File: src/design/dpc_pkg.sv
package dpc_pkg;

    // ----------------------------------------------------------------
    // register map (byte addresses, one 32-bit word each)
    // ----------------------------------------------------------------
    localparam logic [7:0] OFF_CFG  = 8'h00;
    localparam logic [7:0] OFF_SETP = 8'h04;
    localparam logic [7:0] OFF_CTL  = 8'h08;
    localparam logic [7:0] OFF_STAT = 8'h0C;
    localparam logic [7:0] OFF_CNT  = 8'h10;

    // ----------------------------------------------------------------
    // field positions and reset values
    // ----------------------------------------------------------------
    localparam int CFG_MODE_LSB   = 0;
    localparam int CFG_CTRLIN_BIT = 2;
    localparam int CTL_GATE_LSB   = 0;
    localparam int CTL_RCNT_LSB   = 2;
    localparam int CTL_ROUT_LSB   = 4;
    localparam int CTL_W          = 6;

    localparam logic [1:0]  MODE_CODE_UP   = 2'h0;
    localparam logic [1:0]  MODE_CODE_DOWN = 2'h1;
    localparam logic [1:0]  MODE_CODE_CASC = 2'h2;
    localparam logic [31:0] SETP_RST       = 32'h0000_0000;
    localparam logic [5:0]  CTL_RST        = 6'h00;
    localparam logic [15:0] CNT_MAX        = 16'hFFFF;

    // ----------------------------------------------------------------
    // pin mapping of the control-input configuration
    // ----------------------------------------------------------------
    localparam int NCH          = 2;
    localparam int DIN_W        = 8;
    localparam int CW           = 16;
    localparam int PIN_GATE_LSB = 2;
    localparam int PIN_RCNT_LSB = 4;
    localparam int PIN_ROUT_LSB = 6;

    typedef enum logic [2:0] {
        DPC_UP   = 3'b001,
        DPC_DOWN = 3'b010,
        DPC_CASC = 3'b100
    } dpc_mode_t;

endpackage

File: src/design/dpc_counter.sv
// Design decisions made here: the APB register port and the register addresses.
`timescale 1ns/10ps
`default_nettype none

module dpc_counter
    import dpc_pkg::*;
(
    input  wire logic             pclk,
    input  wire logic             presetn,
    input  wire logic             ce,
    input  wire logic             psel,
    input  wire logic             penable,
    input  wire logic             pwrite,
    input  wire logic [7:0]       paddr,
    input  wire logic [31:0]      pwdata,
    output logic      [31:0]      prdata,
    output logic                  pready,
    output logic                  pslverr,
    input  wire logic [DIN_W-1:0] din,
    output logic      [NCH-1:0]   flag_img,
    output logic      [NCH-1:0]   do_img
);

    typedef struct packed {
        dpc_mode_t               mode;
        logic                    ctrlin;
        logic [31:0]             setp;
        logic [CTL_W-1:0]        ctl;
        logic [NCH-1:0][CW-1:0]  cnt;
        logic [NCH-1:0]          flag;
        logic [NCH-1:0]          do_o;
        logic [NCH-1:0]          gate_p;
        logic [NCH-1:0]          rc_p;
        logic [NCH-1:0]          ro_p;
        logic [NCH-1:0]          pin_p;
        logic [31:0]             rdata;
    } dpc_state_t;

    dpc_state_t       st_r;
    dpc_state_t       st_nxt;
    logic [DIN_W-1:0] din_s;
    logic [NCH-1:0]   gate_l;
    logic [NCH-1:0]   rc_l;
    logic [NCH-1:0]   ro_l;
    logic [NCH-1:0]   gate_e;
    logic [NCH-1:0]   rc_e;
    logic [NCH-1:0]   ro_e;
    logic [NCH-1:0]   pin_e;
    logic [32:0]      stp;
    logic             wr_en;
    dpc_mode_t        new_mode;

    // ----------------------------------------------------------------
    // helpers
    // ----------------------------------------------------------------
    function automatic logic map_ok(input logic [7:0] a);
        map_ok = (a == OFF_CFG) || (a == OFF_SETP) || (a == OFF_CTL) ||
                 (a == OFF_STAT) || (a == OFF_CNT);
    endfunction

    // unknown mode code leaves the current arrangement in place
    function automatic dpc_mode_t dec_mode(input logic [1:0] code, input dpc_mode_t cur);
        unique case (code)
            MODE_CODE_UP:   dec_mode = DPC_UP;
            MODE_CODE_DOWN: dec_mode = DPC_DOWN;
            MODE_CODE_CASC: dec_mode = DPC_CASC;
            default:        dec_mode = cur;
        endcase
    endfunction

    // one down step: bit 32 marks reaching zero, in which case the
    // setpoint comes back as the new actual value
    function automatic logic [32:0] dn_step(input logic [31:0] c, input logic [31:0] sp, input logic [31:0] top);
        if (c <= 32'h0000_0001)
        begin
            dn_step = {1'b1, sp & top};
        end
        else
        begin
            dn_step = {1'b0, (c - 32'h0000_0001) & top};
        end
    endfunction

    // ----------------------------------------------------------------
    // input synchronisation
    // ----------------------------------------------------------------
    dpc_sync #(
        .W (DIN_W)
    ) u_sync (
        .pclk    (pclk),
        .presetn (presetn),
        .ce      (ce),
        .d       (din),
        .q       (din_s)
    );

    // ----------------------------------------------------------------
    // control combining and edge detection
    // ----------------------------------------------------------------
    always_comb
    begin
        for (int c = 0; c < NCH; c++)
        begin
            gate_l[c] = st_r.ctl[CTL_GATE_LSB + c] | (st_r.ctrlin & din_s[PIN_GATE_LSB + c]);
            rc_l[c]   = st_r.ctl[CTL_RCNT_LSB + c] | (st_r.ctrlin & din_s[PIN_RCNT_LSB + c]);
            ro_l[c]   = st_r.ctl[CTL_ROUT_LSB + c] | (st_r.ctrlin & din_s[PIN_ROUT_LSB + c]);
        end
        gate_e = gate_l & ~st_r.gate_p;
        rc_e   = rc_l & ~st_r.rc_p;
        ro_e   = ro_l & ~st_r.ro_p;
        pin_e  = din_s[NCH-1:0] & ~st_r.pin_p;
    end

    assign wr_en    = psel && penable && pwrite && map_ok(paddr);
    assign new_mode = dec_mode(pwdata[CFG_MODE_LSB +: 2], st_r.mode);

    // ----------------------------------------------------------------
    // next state
    // ----------------------------------------------------------------
    always_comb
    begin
        st_nxt = st_r;
        stp    = '0;
        // output clears are applied before sets so a same-cycle event is kept; a counter clear drops a same-cycle pulse
        for (int c = 0; c < NCH; c++)
        begin
            if (st_r.mode == DPC_UP)
            begin
                if (rc_e[c])
                begin
                    st_nxt.cnt[c]  = '0;
                    st_nxt.flag[c] = 1'b0;
                end
                else
                begin
                    if (ro_e[c])
                    begin
                        st_nxt.flag[c] = 1'b0;
                    end
                    if (pin_e[c] && !gate_l[c])
                    begin
                        st_nxt.cnt[c] = st_r.cnt[c] + 16'h0001;
                        if (st_r.cnt[c] == CNT_MAX)
                        begin
                            st_nxt.flag[c] = 1'b1;
                        end
                    end
                end
            end
            else if (st_r.mode == DPC_DOWN)
            begin
                if (rc_e[c])
                begin
                    st_nxt.cnt[c]  = st_r.setp[CW*c +: CW];
                    st_nxt.flag[c] = 1'b0;
                end
                else
                begin
                    if (ro_e[c] || gate_e[c])
                    begin
                        st_nxt.flag[c] = 1'b0;
                    end
                    if (pin_e[c] && !gate_l[c])
                    begin
                        stp = dn_step({16'h0000, st_r.cnt[c]}, {16'h0000, st_r.setp[CW*c +: CW]},
                                      32'h0000_FFFF);
                        st_nxt.cnt[c] = stp[CW-1:0];
                        if (stp[32])
                        begin
                            st_nxt.flag[c] = 1'b1;
                        end
                    end
                end
            end
        end
        // cascaded: channel one controls and pulses only; second pulse input idle
        if (st_r.mode == DPC_CASC)
        begin
            if (rc_e[0])
            begin
                {st_nxt.cnt[1], st_nxt.cnt[0]} = st_r.setp;
                st_nxt.flag[0] = 1'b0;
            end
            else
            begin
                if (ro_e[0] || gate_e[0])
                begin
                    st_nxt.flag[0] = 1'b0;
                end
                if (pin_e[0] && !gate_l[0])
                begin
                    stp = dn_step({st_r.cnt[1], st_r.cnt[0]}, st_r.setp, 32'hFFFF_FFFF);
                    {st_nxt.cnt[1], st_nxt.cnt[0]} = stp[31:0];
                    if (stp[32])
                    begin
                        st_nxt.flag[0] = 1'b1;
                    end
                end
            end
            st_nxt.flag[1] = 1'b0;
        end
        // register writes; switching arrangement restarts from zero
        if (wr_en)
        begin
            unique case (paddr)
                OFF_CFG:
                begin
                    st_nxt.mode   = new_mode;
                    st_nxt.ctrlin = pwdata[CFG_CTRLIN_BIT];
                    if (new_mode != st_r.mode)
                    begin
                        st_nxt.cnt  = '0;
                        st_nxt.flag = '0;
                    end
                end
                OFF_SETP: st_nxt.setp = pwdata;
                OFF_CTL:  st_nxt.ctl  = pwdata[CTL_W-1:0];
                default:  st_nxt.setp = st_r.setp;
            endcase
        end
        // read data is captured in the setup phase so the access phase needs no wait
        if (psel && !penable)
        begin
            unique case (paddr)
                OFF_CFG:  st_nxt.rdata = {29'h0, st_r.ctrlin,
                                          (st_r.mode == DPC_CASC) ? MODE_CODE_CASC :
                                          (st_r.mode == DPC_DOWN) ? MODE_CODE_DOWN : MODE_CODE_UP};
                OFF_SETP: st_nxt.rdata = st_r.setp;
                OFF_CTL:  st_nxt.rdata = {26'h0, st_r.ctl};
                OFF_STAT: st_nxt.rdata = {30'h0, st_r.flag};
                OFF_CNT:  st_nxt.rdata = {st_r.cnt[1], st_r.cnt[0]};
                default:  st_nxt.rdata = 32'h0000_0000;
            endcase
        end
        st_nxt.do_o   = (st_nxt.mode == DPC_UP) ? 2'h0 : st_nxt.flag;
        st_nxt.gate_p = gate_l;
        st_nxt.rc_p   = rc_l;
        st_nxt.ro_p   = ro_l;
        st_nxt.pin_p  = din_s[NCH-1:0];
    end

    // ----------------------------------------------------------------
    // state register
    // ----------------------------------------------------------------
    always_ff @(posedge pclk or negedge presetn)
    begin
        if (!presetn)
        begin
            st_r      <= '0;
            st_r.mode <= DPC_UP;
            st_r.setp <= SETP_RST;
            st_r.ctl  <= CTL_RST;
        end
        else if (ce)
        begin
            st_r <= st_nxt;
        end
    end

    assign prdata   = st_r.rdata;
    assign pready   = ce;
    assign pslverr  = psel && penable && !map_ok(paddr);
    assign flag_img = st_r.flag;
    assign do_img   = st_r.do_o;

    // ----------------------------------------------------------------
    // checks
    // ----------------------------------------------------------------
    up_wrap_a: assert property (@(posedge pclk) disable iff (!presetn)
        ce && st_r.mode == DPC_UP && pin_e[0] && !gate_l[0] && !rc_e[0] && !wr_en && st_r.cnt[0] == CNT_MAX
        |=> st_r.cnt[0] == 16'h0000 && st_r.flag[0])
        else $error("up counter did not wrap with flag");

    up_step_a: assert property (@(posedge pclk) disable iff (!presetn)
        ce && st_r.mode == DPC_UP && pin_e[1] && !gate_l[1] && !rc_e[1] && !wr_en
        |=> st_r.cnt[1] == $past(st_r.cnt[1]) + 16'h0001)
        else $error("up counter did not add one");

    up_clear_a: assert property (@(posedge pclk) disable iff (!presetn)
        ce && st_r.mode == DPC_UP && rc_e[0] && !wr_en |=> st_r.cnt[0] == 16'h0000 && !st_r.flag[0])
        else $error("counter clear did not zero count and flag");

    up_outs_a: assert property (@(posedge pclk) disable iff (!presetn)
        st_r.mode == DPC_UP |-> do_img == 2'h0)
        else $error("output image bits set in up mode");

    gate_hold_a: assert property (@(posedge pclk) disable iff (!presetn)
        ce && gate_l[0] && !rc_e[0] && !wr_en ##1 ce && gate_l[0] && !rc_e[0] && !wr_en
        |=> $stable(st_r.cnt[0]))
        else $error("count moved while gated");

    dn_reload_a: assert property (@(posedge pclk) disable iff (!presetn)
        ce && st_r.mode == DPC_DOWN && pin_e[0] && !gate_l[0] && !rc_e[0] && !wr_en && st_r.cnt[0] == 16'h0001
        |=> st_r.flag[0] && st_r.cnt[0] == $past(st_r.setp[15:0]))
        else $error("down counter did not reload at zero");

    dn_step_a: assert property (@(posedge pclk) disable iff (!presetn)
        ce && st_r.mode == DPC_DOWN && pin_e[0] && !gate_l[0] && !rc_e[0] && !wr_en && st_r.cnt[0] > 16'h0001
        |=> st_r.cnt[0] == $past(st_r.cnt[0]) - 16'h0001)
        else $error("down counter did not subtract one");

    casc_ch2_a: assert property (@(posedge pclk) disable iff (!presetn)
        ce && st_r.mode == DPC_CASC && !wr_en |=> !st_r.flag[1] && !do_img[1])
        else $error("second channel active in cascaded mode");

    dn_gate_a: assert property (@(posedge pclk) disable iff (!presetn)
        ce && st_r.mode == DPC_DOWN && gate_e[1] && !wr_en |=> !st_r.flag[1])
        else $error("gate edge did not clear down flag");

    out_clear_a: assert property (@(posedge pclk) disable iff (!presetn)
        ce && ro_e[0] && !pin_e[0] && !rc_e[0] && !wr_en && st_r.mode != DPC_CASC
        |=> !st_r.flag[0] && $stable(st_r.cnt[0]))
        else $error("output clear misbehaved");

    dn_load_a: assert property (@(posedge pclk) disable iff (!presetn)
        ce && st_r.mode == DPC_CASC && rc_e[0] && !wr_en
        |=> {st_r.cnt[1], st_r.cnt[0]} == $past(st_r.setp) && !st_r.flag[0] ##1 !st_r.flag[1])
        else $error("cascaded clear did not load setpoint");

endmodule
`default_nettype wire

File: src/design/dpc_sync.sv
`timescale 1ns/10ps
`default_nettype none

module dpc_sync
    import dpc_pkg::*;
#(
    parameter int W = 8
)
(
    input  wire logic         pclk,
    input  wire logic         presetn,
    input  wire logic         ce,
    input  wire logic [W-1:0] d,
    output logic      [W-1:0] q
);

    typedef struct packed {
        logic [W-1:0] s1;
        logic [W-1:0] s2;
        logic [W-1:0] s3;
        logic [W-1:0] q;
    } dpc_sync_t;

    dpc_sync_t st_r;
    dpc_sync_t st_nxt;

    // a level change is accepted only once stages two and three agree
    always_comb
    begin
        st_nxt    = st_r;
        st_nxt.s1 = d;
        st_nxt.s2 = st_r.s1;
        st_nxt.s3 = st_r.s2;
        for (int i = 0; i < W; i++)
        begin
            if (st_r.s2[i] == st_r.s3[i])
            begin
                st_nxt.q[i] = st_r.s3[i];
            end
        end
    end

    always_ff @(posedge pclk or negedge presetn)
    begin
        if (!presetn)
        begin
            st_r <= '0;
        end
        else if (ce)
        begin
            st_r <= st_nxt;
        end
    end

    assign q = st_r.q;

endmodule
`default_nettype wire

File: config.mk
export PLATFORM = sky130hd
export DESIGN_NAME = dpc_counter
export DESIGN_NICKNAME = d
export VERILOG_FILES = /design/src/design/dpc_pkg.sv /design/src/design/dpc_counter.sv /design/src/design/dpc_sync.sv
export SDC_FILE = /design/constraint.sdc
export NUM_CORES = 1
export LEC_CHECK = 0
export BUFFER_PORTS_ARGS = -buffer_cell sky130_fd_sc_hd__buf_2
export CAP_MARGIN = 25
export CORE_ASPECT_RATIO = 0.9
export CORE_UTILIZATION = 48
export DETAILED_ROUTE_END_ITERATION = 10
export PLACE_DENSITY = 0.67
export SLEW_MARGIN = 20
export SYNTH_ARGS = -nofsm -noshare
export SYNTH_HDL_FRONTEND = slang
export SYNTH_SLANG_ARGS = --single-unit
File: constraint.sdc
create_clock -name pclk -period 3.47 [get_ports pclk]
set_input_delay 0.5205 -clock pclk [delete_from_list [all_inputs] [get_ports pclk]]
set_output_delay 0.5205 -clock pclk [all_outputs]
set_load 0.05 [all_outputs]
-- After elaboration in Yosys (flattened, before gate mapping)
Index checks and enable logic that the tools add are counted.
- register bits: 150
- input port bits: 54
- logic and storage cells: 173
- add/subtract/negate cells: 5
- order comparisons: 3
- equal/unequal tests: 21
- multiplexer cells: 69
- bitwise logic cells: 20
- reductions and logical operators: 31
- operators by type and width (kind ; number):
    $mux 33 ; 14
    $mux 16 ; 12
    $pmux 32 s5 ; 1
    $mux 34 ; 3
    $mux 32 ; 3
    $mux 76 ; 1
    $add 16x1->16 const B ; 2
    $eq 16x16->1 const B ; 2
    $le 16x1->1 const B ; 2
    $le 32x1->1 const B ; 1
    $sub 16x1->16 const B ; 2
    $sub 32x1->32 const B ; 1
    $mux 1 ; 30
    $reduce_and 2->1 ; 9
    $eq 8x4->1 const B ; 2
    $pmux 3 s3 ; 1
    $reduce_and 3->1 ; 3
    $and 2x2->2 ; 4
    $eq 1x1->1 ; 8
    $eq 8x3->1 const B ; 1
    $eq 8x5->1 const B ; 1
    $logic_not 8->1 ; 1
    $not 2->2 ; 4
    $logic_and 1x1->1 ; 7
    14 further kinds ; 34

-- Longest topological paths before layout
Gate-level depths: netlist of run 1.
- depth after elaboration: 23
- mapped depth: 12

-- Modules after synthesis
A second synthesis of run 1 with hierarchy kept.
- cell total of the unflattened synthesis: 1208
- area total of the unflattened synthesis: 10641.5 um2
- modules (own cells, without submodules) (module ; times used ; cells each ; area an instance (um2)):
    dpc_counter ; 1 ; 1112 ; 9295.2
    dpc_sync ; 1 ; 96 ; 1346.3

-- Worst setup path after synthesis of run 1
Ideal clock, no wire load.
- path type: reg2reg
- start: register st_r[60] (netlist bit)
- end: register st_r[46] (netlist bit)
- setup time: 0.125 ns
- data arrival time: 2.600 ns
- required time: 3.345 ns
- slack: 0.745 ns
- stages on the path, launching flop included: 13
- clock period less this slack: 2.725 ns
- path through: dfrtp_1 -> clkbuf_1 -> inv_1 -> ha_1 -> or3b_1 -> nor4b_2 -> nand4_1 -> and2_1 -> buf_2 -> a32oi_1 -> nor2_1 -> a21oi_1 -> o21ai_1
- longest elaborated chain between the ends: 11
- RTL lines (what ; line ; RTL):
    from (decl) ; dpc_counter.sv:39 ; dpc_state_t st_r;
    from (signal assigned) ; dpc_counter.sv:256 ; st_r <= st_nxt;
    $le 32x1->1 * ; dpc_counter.sv:74 ; if (c <= 32'h0000_0001)
    $mux 33 * ; dpc_counter.sv:74 ;
    $mux 33 * ; dpc_counter.sv:190 ; if (pin_e[0] && !gate_l[0])
    $mux 33 * ; dpc_counter.sv:179 ; if (rc_e[0])
    $mux 33 * ; dpc_counter.sv:177 ; if (st_r.mode == DPC_CASC)
    $mux 32 * ; dpc_counter.sv:190 ;
    $mux 32 * ; dpc_counter.sv:179 ;
    $mux 34 * ; dpc_counter.sv:177 ;
    $mux 34 ; dpc_counter.sv:210 ; if (new_mode != st_r.mode)
    $mux 34 ; dpc_counter.sv:205 ; unique case (paddr)
    $mux 76 * ; dpc_counter.sv:203 ; if (wr_en)
Every way passes the cells marked *; elsewhere a longest branch is shown, timed or not. The select of a mux whose other input is x is not followed.
A chain may end at the register's enable or synchronous reset.

-- Final worst setup path of run 1
- start: register st_r[61] (netlist bit)
- end: register st_r[58] (netlist bit)
The elaborated chain is that of the path after synthesis.

==> reports/results.tsv, run 1 <==
metric	value	unit
area leader, netlist	dfrtp_1	
die width	156.1	um
total clock sinks	150	
Worst setup EP type	flip-flop	
Unique masters post-synth	85	
Crit path arrival time	3.49	ns
largest net degree at the start of global routing	66	
relative slew slack	28.23	%
Final TNS setup	0	ns
HPWL after DPL	23550	um
ant diodes	0	
Design Power	5.778	mW
CP Cell Sequence	inv_1, ha_1, or3b_1, nor4b_2, nand4_1, o21ai_2, buf_4, nand2_1, o21ai_0, nand2_1, o221ai_1	
Clock Path Buffers	2	
Initial Util	49.08	%
Synth Area in XOR/XNOR	2.733	%
Routed Antenna Nets	0	
Reg clk slew, reported paths	0.06	ns
fin crit period	3.142	ns
number of port buffers	91	
crit-path max cell delay	0.55	ns
Seq/Total Area, Yosys	36.61	%
simple-gate area share of the yosys netlist	20.91	%
main combinational cell family by area after synthesis	compound AO/OA/AOI/OAI gates	
Max Clock Freq	318.3	MHz
Synth Cell Area	0.01026	mm^2
dpl cells	1512	
Adder-Cell Fraction of Synth Area	0.7320	%
synthesized instance count	1213	
Power Density	504.6	mW/mm^2
startpoint types	flip-flop	
initial drt markers	1466	
post_cts resized	0	
top cell type's share of synthesized area	36.35	%
CTS Root Cell	clkbuf_16	
gate family responsible for the most delay along the worst path	simple AND/OR/NAND/NOR gates	
skew final	0.01478	ns
layout cells sized above 1	22.12	%
WL final	33850	um
Vias	9885	
wire per inst	21.94	um
GRT Overall Usage	31.57	%
RSZ-0062 raised after global routing	false	
Worst EP required	3.82	ns
CTS Buf Count	17	
Nets	1305	
CTS tree	built	
routability cong.	0.9960	
status	finished, final reports clean	
area of the multi-input gates	0.005738	mm^2
Max FO, Critical Path	8	
Worst Max-Slew Pin Slew	1.072	ns
Tcrit/Tclk final	90.55	%
post-synthesis mux area share	7.783	%
Post-synth EDFFs	0	
fill count	2021	
setup bufs post-CTS	0	
Post-Route Utilization	54.80	%
area of the die	0.02196	mm^2
yosys warns	0	
Skew-Pair Late Insertion Delay	0.44	ns
vias per cell	6.406	
Final Max Tran Viols	0	
CP bufs+invs	2	
CP max-delay cell	o21ai_2	
syn avg cell area	8.455	um^2
Reg area	0.003755	mm^2
hold_ws	0.06280	ns
compound-cell area share of the yosys netlist	23.61	%
H-tree Lvls	4	
cell with the most instances on the worst path	nand2_1	
largest cells by area after synthesis	dfrtp_1, mux2_2, o21ai_0, a21oi_1, nor2_1	
fraction of registers with async set/reset	100.0	%
Final Hold Violating Endpoints	0	
Max-Cap Viols	0	
vias in the first global route	9124	
Mapped Nets	1273	
DR pass1 iterations	6	
std cell rows	50	
height of the chip	140.7	um
IO Count	92	
Area Growth Syn to Fin	11.64	%
predominant post-synthesis flop cell	dfrtp_1	
Core Region	0.02090	mm^2
cts hold-fix bufs	0	
DRC	0	
first-pass GRT wire length	53050	um
maximum vdd drop	0.2690	mV
Leak	4.893	nW
initial antenna violation count	0	
Hold/Removal Path Class	input pin to async pin	
global route overflow	0	
Final Non-Filler Cells	1543	
final-report setup violation count	0	
Yosys reg bits	150	
CP Class	flip-flop to flip-flop	
-- path summary, 6_finish.rpt --
kind / from / end / slack, ns / cells after the start
worst max-delay path: st_r[61] / st_r[58] / 0.33 / 11
worst min-delay path: presetn / prdata[6] / 0.06 / 1
worst max register to register: st_r[61] / st_r[58] / 0.33 / 11
worst min register to register: prdata[21] / prdata[21] / 0.47 / 2
max in group asynchronous: presetn / st_r[115] / 2.50 / 2
min in group pclk: din[6] / u_sync.st_nxt[22] / 0.31 / 2
-- placed cells by master (no fill, tap or decap), types with 4 or more instances in the layout --
cell,n
or3_1,12
and2_1,12
a31oi_1,16
ha_1,6
a2bb2oi_1,4
nand3_1,32
nand2b_1,13
nand2_1,101
buf_2,89
mux2_2,66
o31ai_1,6
buf_4,56
nand3b_1,4
a211oi_1,12
a222oi_1,4
a221o_1,6
xor2_1,9
inv_6,5
nor2_1,117
inv_1,24
o211ai_1,15
nor4_1,13
clkbuf_16,17
and3_1,11
o221ai_1,19
a32oi_1,5
a21oi_1,92
dfrtp_1,149
nor2b_1,5
a22oi_1,31
nor3_1,31
a21o_1,4
nand4_1,15
o22ai_1,10
nor3b_1,4
o21ai_0,123
or4_1,6
xnor2_1,23
-- through the flow --
stage	cell area, um^2	setup slack [ns]
after floorplan	10260	0.7447
after global placement	10860	0.3679
after detailed placement	10860	0.3885
after CTS	11450	0.3689
after global routing	11450	0.1430
final	11450	0.3280
-- routing by layer --
metal	GRT usage (%)	up-vias	share of wire (%)
met4	11.51	0	2.9
li1	-	4482	-
met2	45.79	621	43
met5	0	-	0
met1	46.05	4696	44
met3	6.548	86	9.9
-- registers in the layout (all words and copies together), names as in the netlist --
name           count
u_sync.st_nxt     16
u_sync.q           8
do_img             2
st_r              82
flag_img           2
u_sync.st_r        8
prdata            32
-- layout make-up --
cell class / count / share of cell area (%)
Timing Repair Buffer: 148 / 8.010
Multi-Input combinational cell: 904 / 50.11
Inverter: 24 / 0.7868
Tap cell: 286 / 3.125
Sequential cell: 150 / 32.79
Clock buffer: 17 / 3.715
Clock inverter: 14 / 1.453
-- where the power goes --
part           internal, mW  switching, mW  total, mW
clock                  1.08          0.845       1.93
combinational         0.656           1.09       1.74
sequential             1.89          0.215       2.11
-- cells by family after synthesis --
group                    Yosys count
AO/OA/AOI/OAI                    383
XOR/XNOR                          32
adder cells (fa/ha/maj)            6
buffers and inverters            159
flip-flops                       150
multiplexers                      69
AND/OR/NAND/NOR                  414
-- synth_stat cells (11+ instances only) --
| cell | number |
|---|---|
| dfrtp_1 | 149 |
| o21ai_0 | 123 |
| nor2_1 | 118 |
| nand2_1 | 101 |
| a21oi_1 | 92 |
| clkbuf_1 | 71 |
| mux2_2 | 66 |
| buf_4 | 38 |
| nand3_1 | 33 |
| a22oi_1 | 31 |
| nor3_1 | 31 |
| inv_1 | 24 |
| xnor2_1 | 23 |
| o221ai_1 | 19 |
| a31oi_1 | 16 |
| nand4_1 | 15 |
| o211ai_1 | 15 |
| nand2b_1 | 13 |
| nor4_1 | 13 |
| a211oi_1 | 12 |
| and2_1 | 12 |
| buf_1 | 12 |
| or3_1 | 12 |
| and3_1 | 11 |
(Power assumes the default switching activity.)
==> run 2: changes to the inputs <==
- CORE_MARGIN: default -> 5
==> run 2 against run 1 <==
  * Via count fell by 0.14%
  * Cell count rose by 0.58%
  * Register-to-register slack barely moved
  * Largest cell class unchanged
==> reports/results.tsv, run 2 (synthesis results as in run 1) <==
metric	value	unit	change
status	finished, final reports clean		
Worst Max-Slew Pin Slew	0.9485	ns	-0.1231 ns
routability cong.	0.9939		-0.21%
global route overflow	0		unchanged
post_cts resized	0		unchanged
startpoint types	flip-flop		
Final Non-Filler Cells	1552		+0.58%
layout cells sized above 1	22.67	%	+0.55 points
leading cell type in the layout, fill and taps excluded	dfrtp_1		
Max-Cap Viols	0		unchanged
fill count	1993		-1.4%
largest net degree at the start of global routing	72		+9.1%
Worst EP required	3.79	ns	-0.03 ns
Tcrit/Tclk final	90.45	%	-0.097 points
DR pass1 iterations	9		+3
final-report setup violation count	0		unchanged
Hold/Removal Path Class	input pin to async pin		
die width	164.1	um	+5.1%
Power Density	498.2	mW/mm^2	-1.3%
Worst setup EP type	flip-flop		
number of flip-flops in the largest register	82		unchanged
HPWL after DPL	23660	um	+0.46%
H-tree Lvls	4		unchanged
dpl cells	1519		+0.46%
Routed Antenna Nets	0		unchanged
cts hold-fix bufs	0		unchanged
Area Growth Syn to Fin	12.16	%	
final worst slack	0.3313	ns	+0.003365 ns
Nets	1313		+0.61%
Final Hold Violating Endpoints	0		unchanged
vias in the first global route	9314		+2.1%
Clock Path Buffers	2		unchanged
height of the chip	148.7	um	+5.7%
Post-Route Utilization	55.05	%	+0.26 points
commonest non-fill, non-tap cells in the layout	dfrtp_1, o21ai_0, nor2_1, nand2_1, a21oi_1		
setup bufs post-CTS	0		unchanged
Initial Util	49.08	%	unchanged
initial antenna violation count	0		unchanged
DRC	0		unchanged
first-pass GRT wire length	53100	um	about the same
GRT Overall Usage	27.74	%	-3.8 points
Leak	4.928	nW	+0.72%
Max Clock Freq	318.6	MHz	+0.11%
Most flops, register	st_r		
area of the die	0.02439	mm^2	+11%
initial drt markers	1363		-7.0%
fin crit period	3.139	ns	-0.003365 ns
std cell rows	50		unchanged
Reg clk slew, reported paths	0.07	ns	about the same
Skew-Pair Late Insertion Delay	0.45	ns	about the same
Placement Cell Area	0.01090	mm^2	+0.37%
ant diodes	0		unchanged
Crit path arrival time	3.46	ns	-0.03 ns
number of port buffers	91		unchanged
hold_ws	0.07562	ns	+0.01282 ns
vias per cell	6.360		-0.72%
IO Count	92		unchanged
maximum vdd drop	0.2957	mV	+9.9%
Vias	9871		-0.14%
CTS tree	built		
Final TNS setup	0	ns	unchanged
CTS Buf Count	17		unchanged
WL final	33590	um	-0.79%
CP Class	flip-flop to flip-flop		
setup slack after placement	0.3738	ns	-0.01467 ns
CTS Root Cell	clkbuf_16		
RSZ-0062 raised after global routing	false		
skew final	0.01609	ns	+0.001310 ns
worst setup path startpoint	st_r[61]		
total clock sinks	150		unchanged
Final Max Tran Viols	0		unchanged
post-route cell area	0.01150	mm^2	+0.47%
wire per inst	21.64	um	-1.4%
Design Power	5.732	mW	-0.80%
relative slew slack	36.53	%	+8.3 points
Max FO, Critical Path	13		+5
Core Region	0.02090	mm^2	unchanged
Crit Reg-Reg Startpoint	st_r[61]		
-- run 2: path summary, 6_finish.rpt --
| kind | end | depth (start not counted) | slack (ns) |
|---|---|---|---|
| max in group asynchronous | st_r[36] | 2 | 2.56 |
| max | st_r[52] | 9 | 0.33 |
| min reg2reg | prdata[21] | 2 | 0.47 |
| max reg2reg | st_r[52] | 9 | 0.33 |
| min in group pclk | st_r[105] | 2 | 0.30 |
| min | prdata[6] | 1 | 0.08 |
-- run 2: cell type report --
class                      count  area (um^2)  share of cell area, %
inverter                      24        90.09                 0.7831
multi-input combinational    904         5738                  49.88
clock buffer                  18        439.2                  3.818
clock inverter                14        158.9                  1.381
tap                          286        357.8                  3.111
timing repair buffer         156        964.7                  8.386
sequential                   150         3755                  32.64
-- run 2: report_power, final --
group / internal (mW) / switching (mW)
Combinational: 0.666 / 1.11
Sequential: 1.89 / 0.182
Clock: 0.986 / 0.898
-- run 2: critical path: stages, from the launching register on --
cell     delay, ns
dfrtp_1       0.46
inv_1         0.13
ha_1          0.26
or3b_1        0.43
nor4b_2       0.35
nand4_1       0.32
and2_1        0.33
nand2_4       0.24
o21ai_0       0.14
a221o_1       0.36
-- run 2: layer usage --
metal  vias up  track usage [%]  wire [um]
li1       4504                -          -
met1      4664            41.35      14590
met2       610            39.40      14310
met3        93            6.373       3664
met4         0            9.518       1016
met5         -                0          0
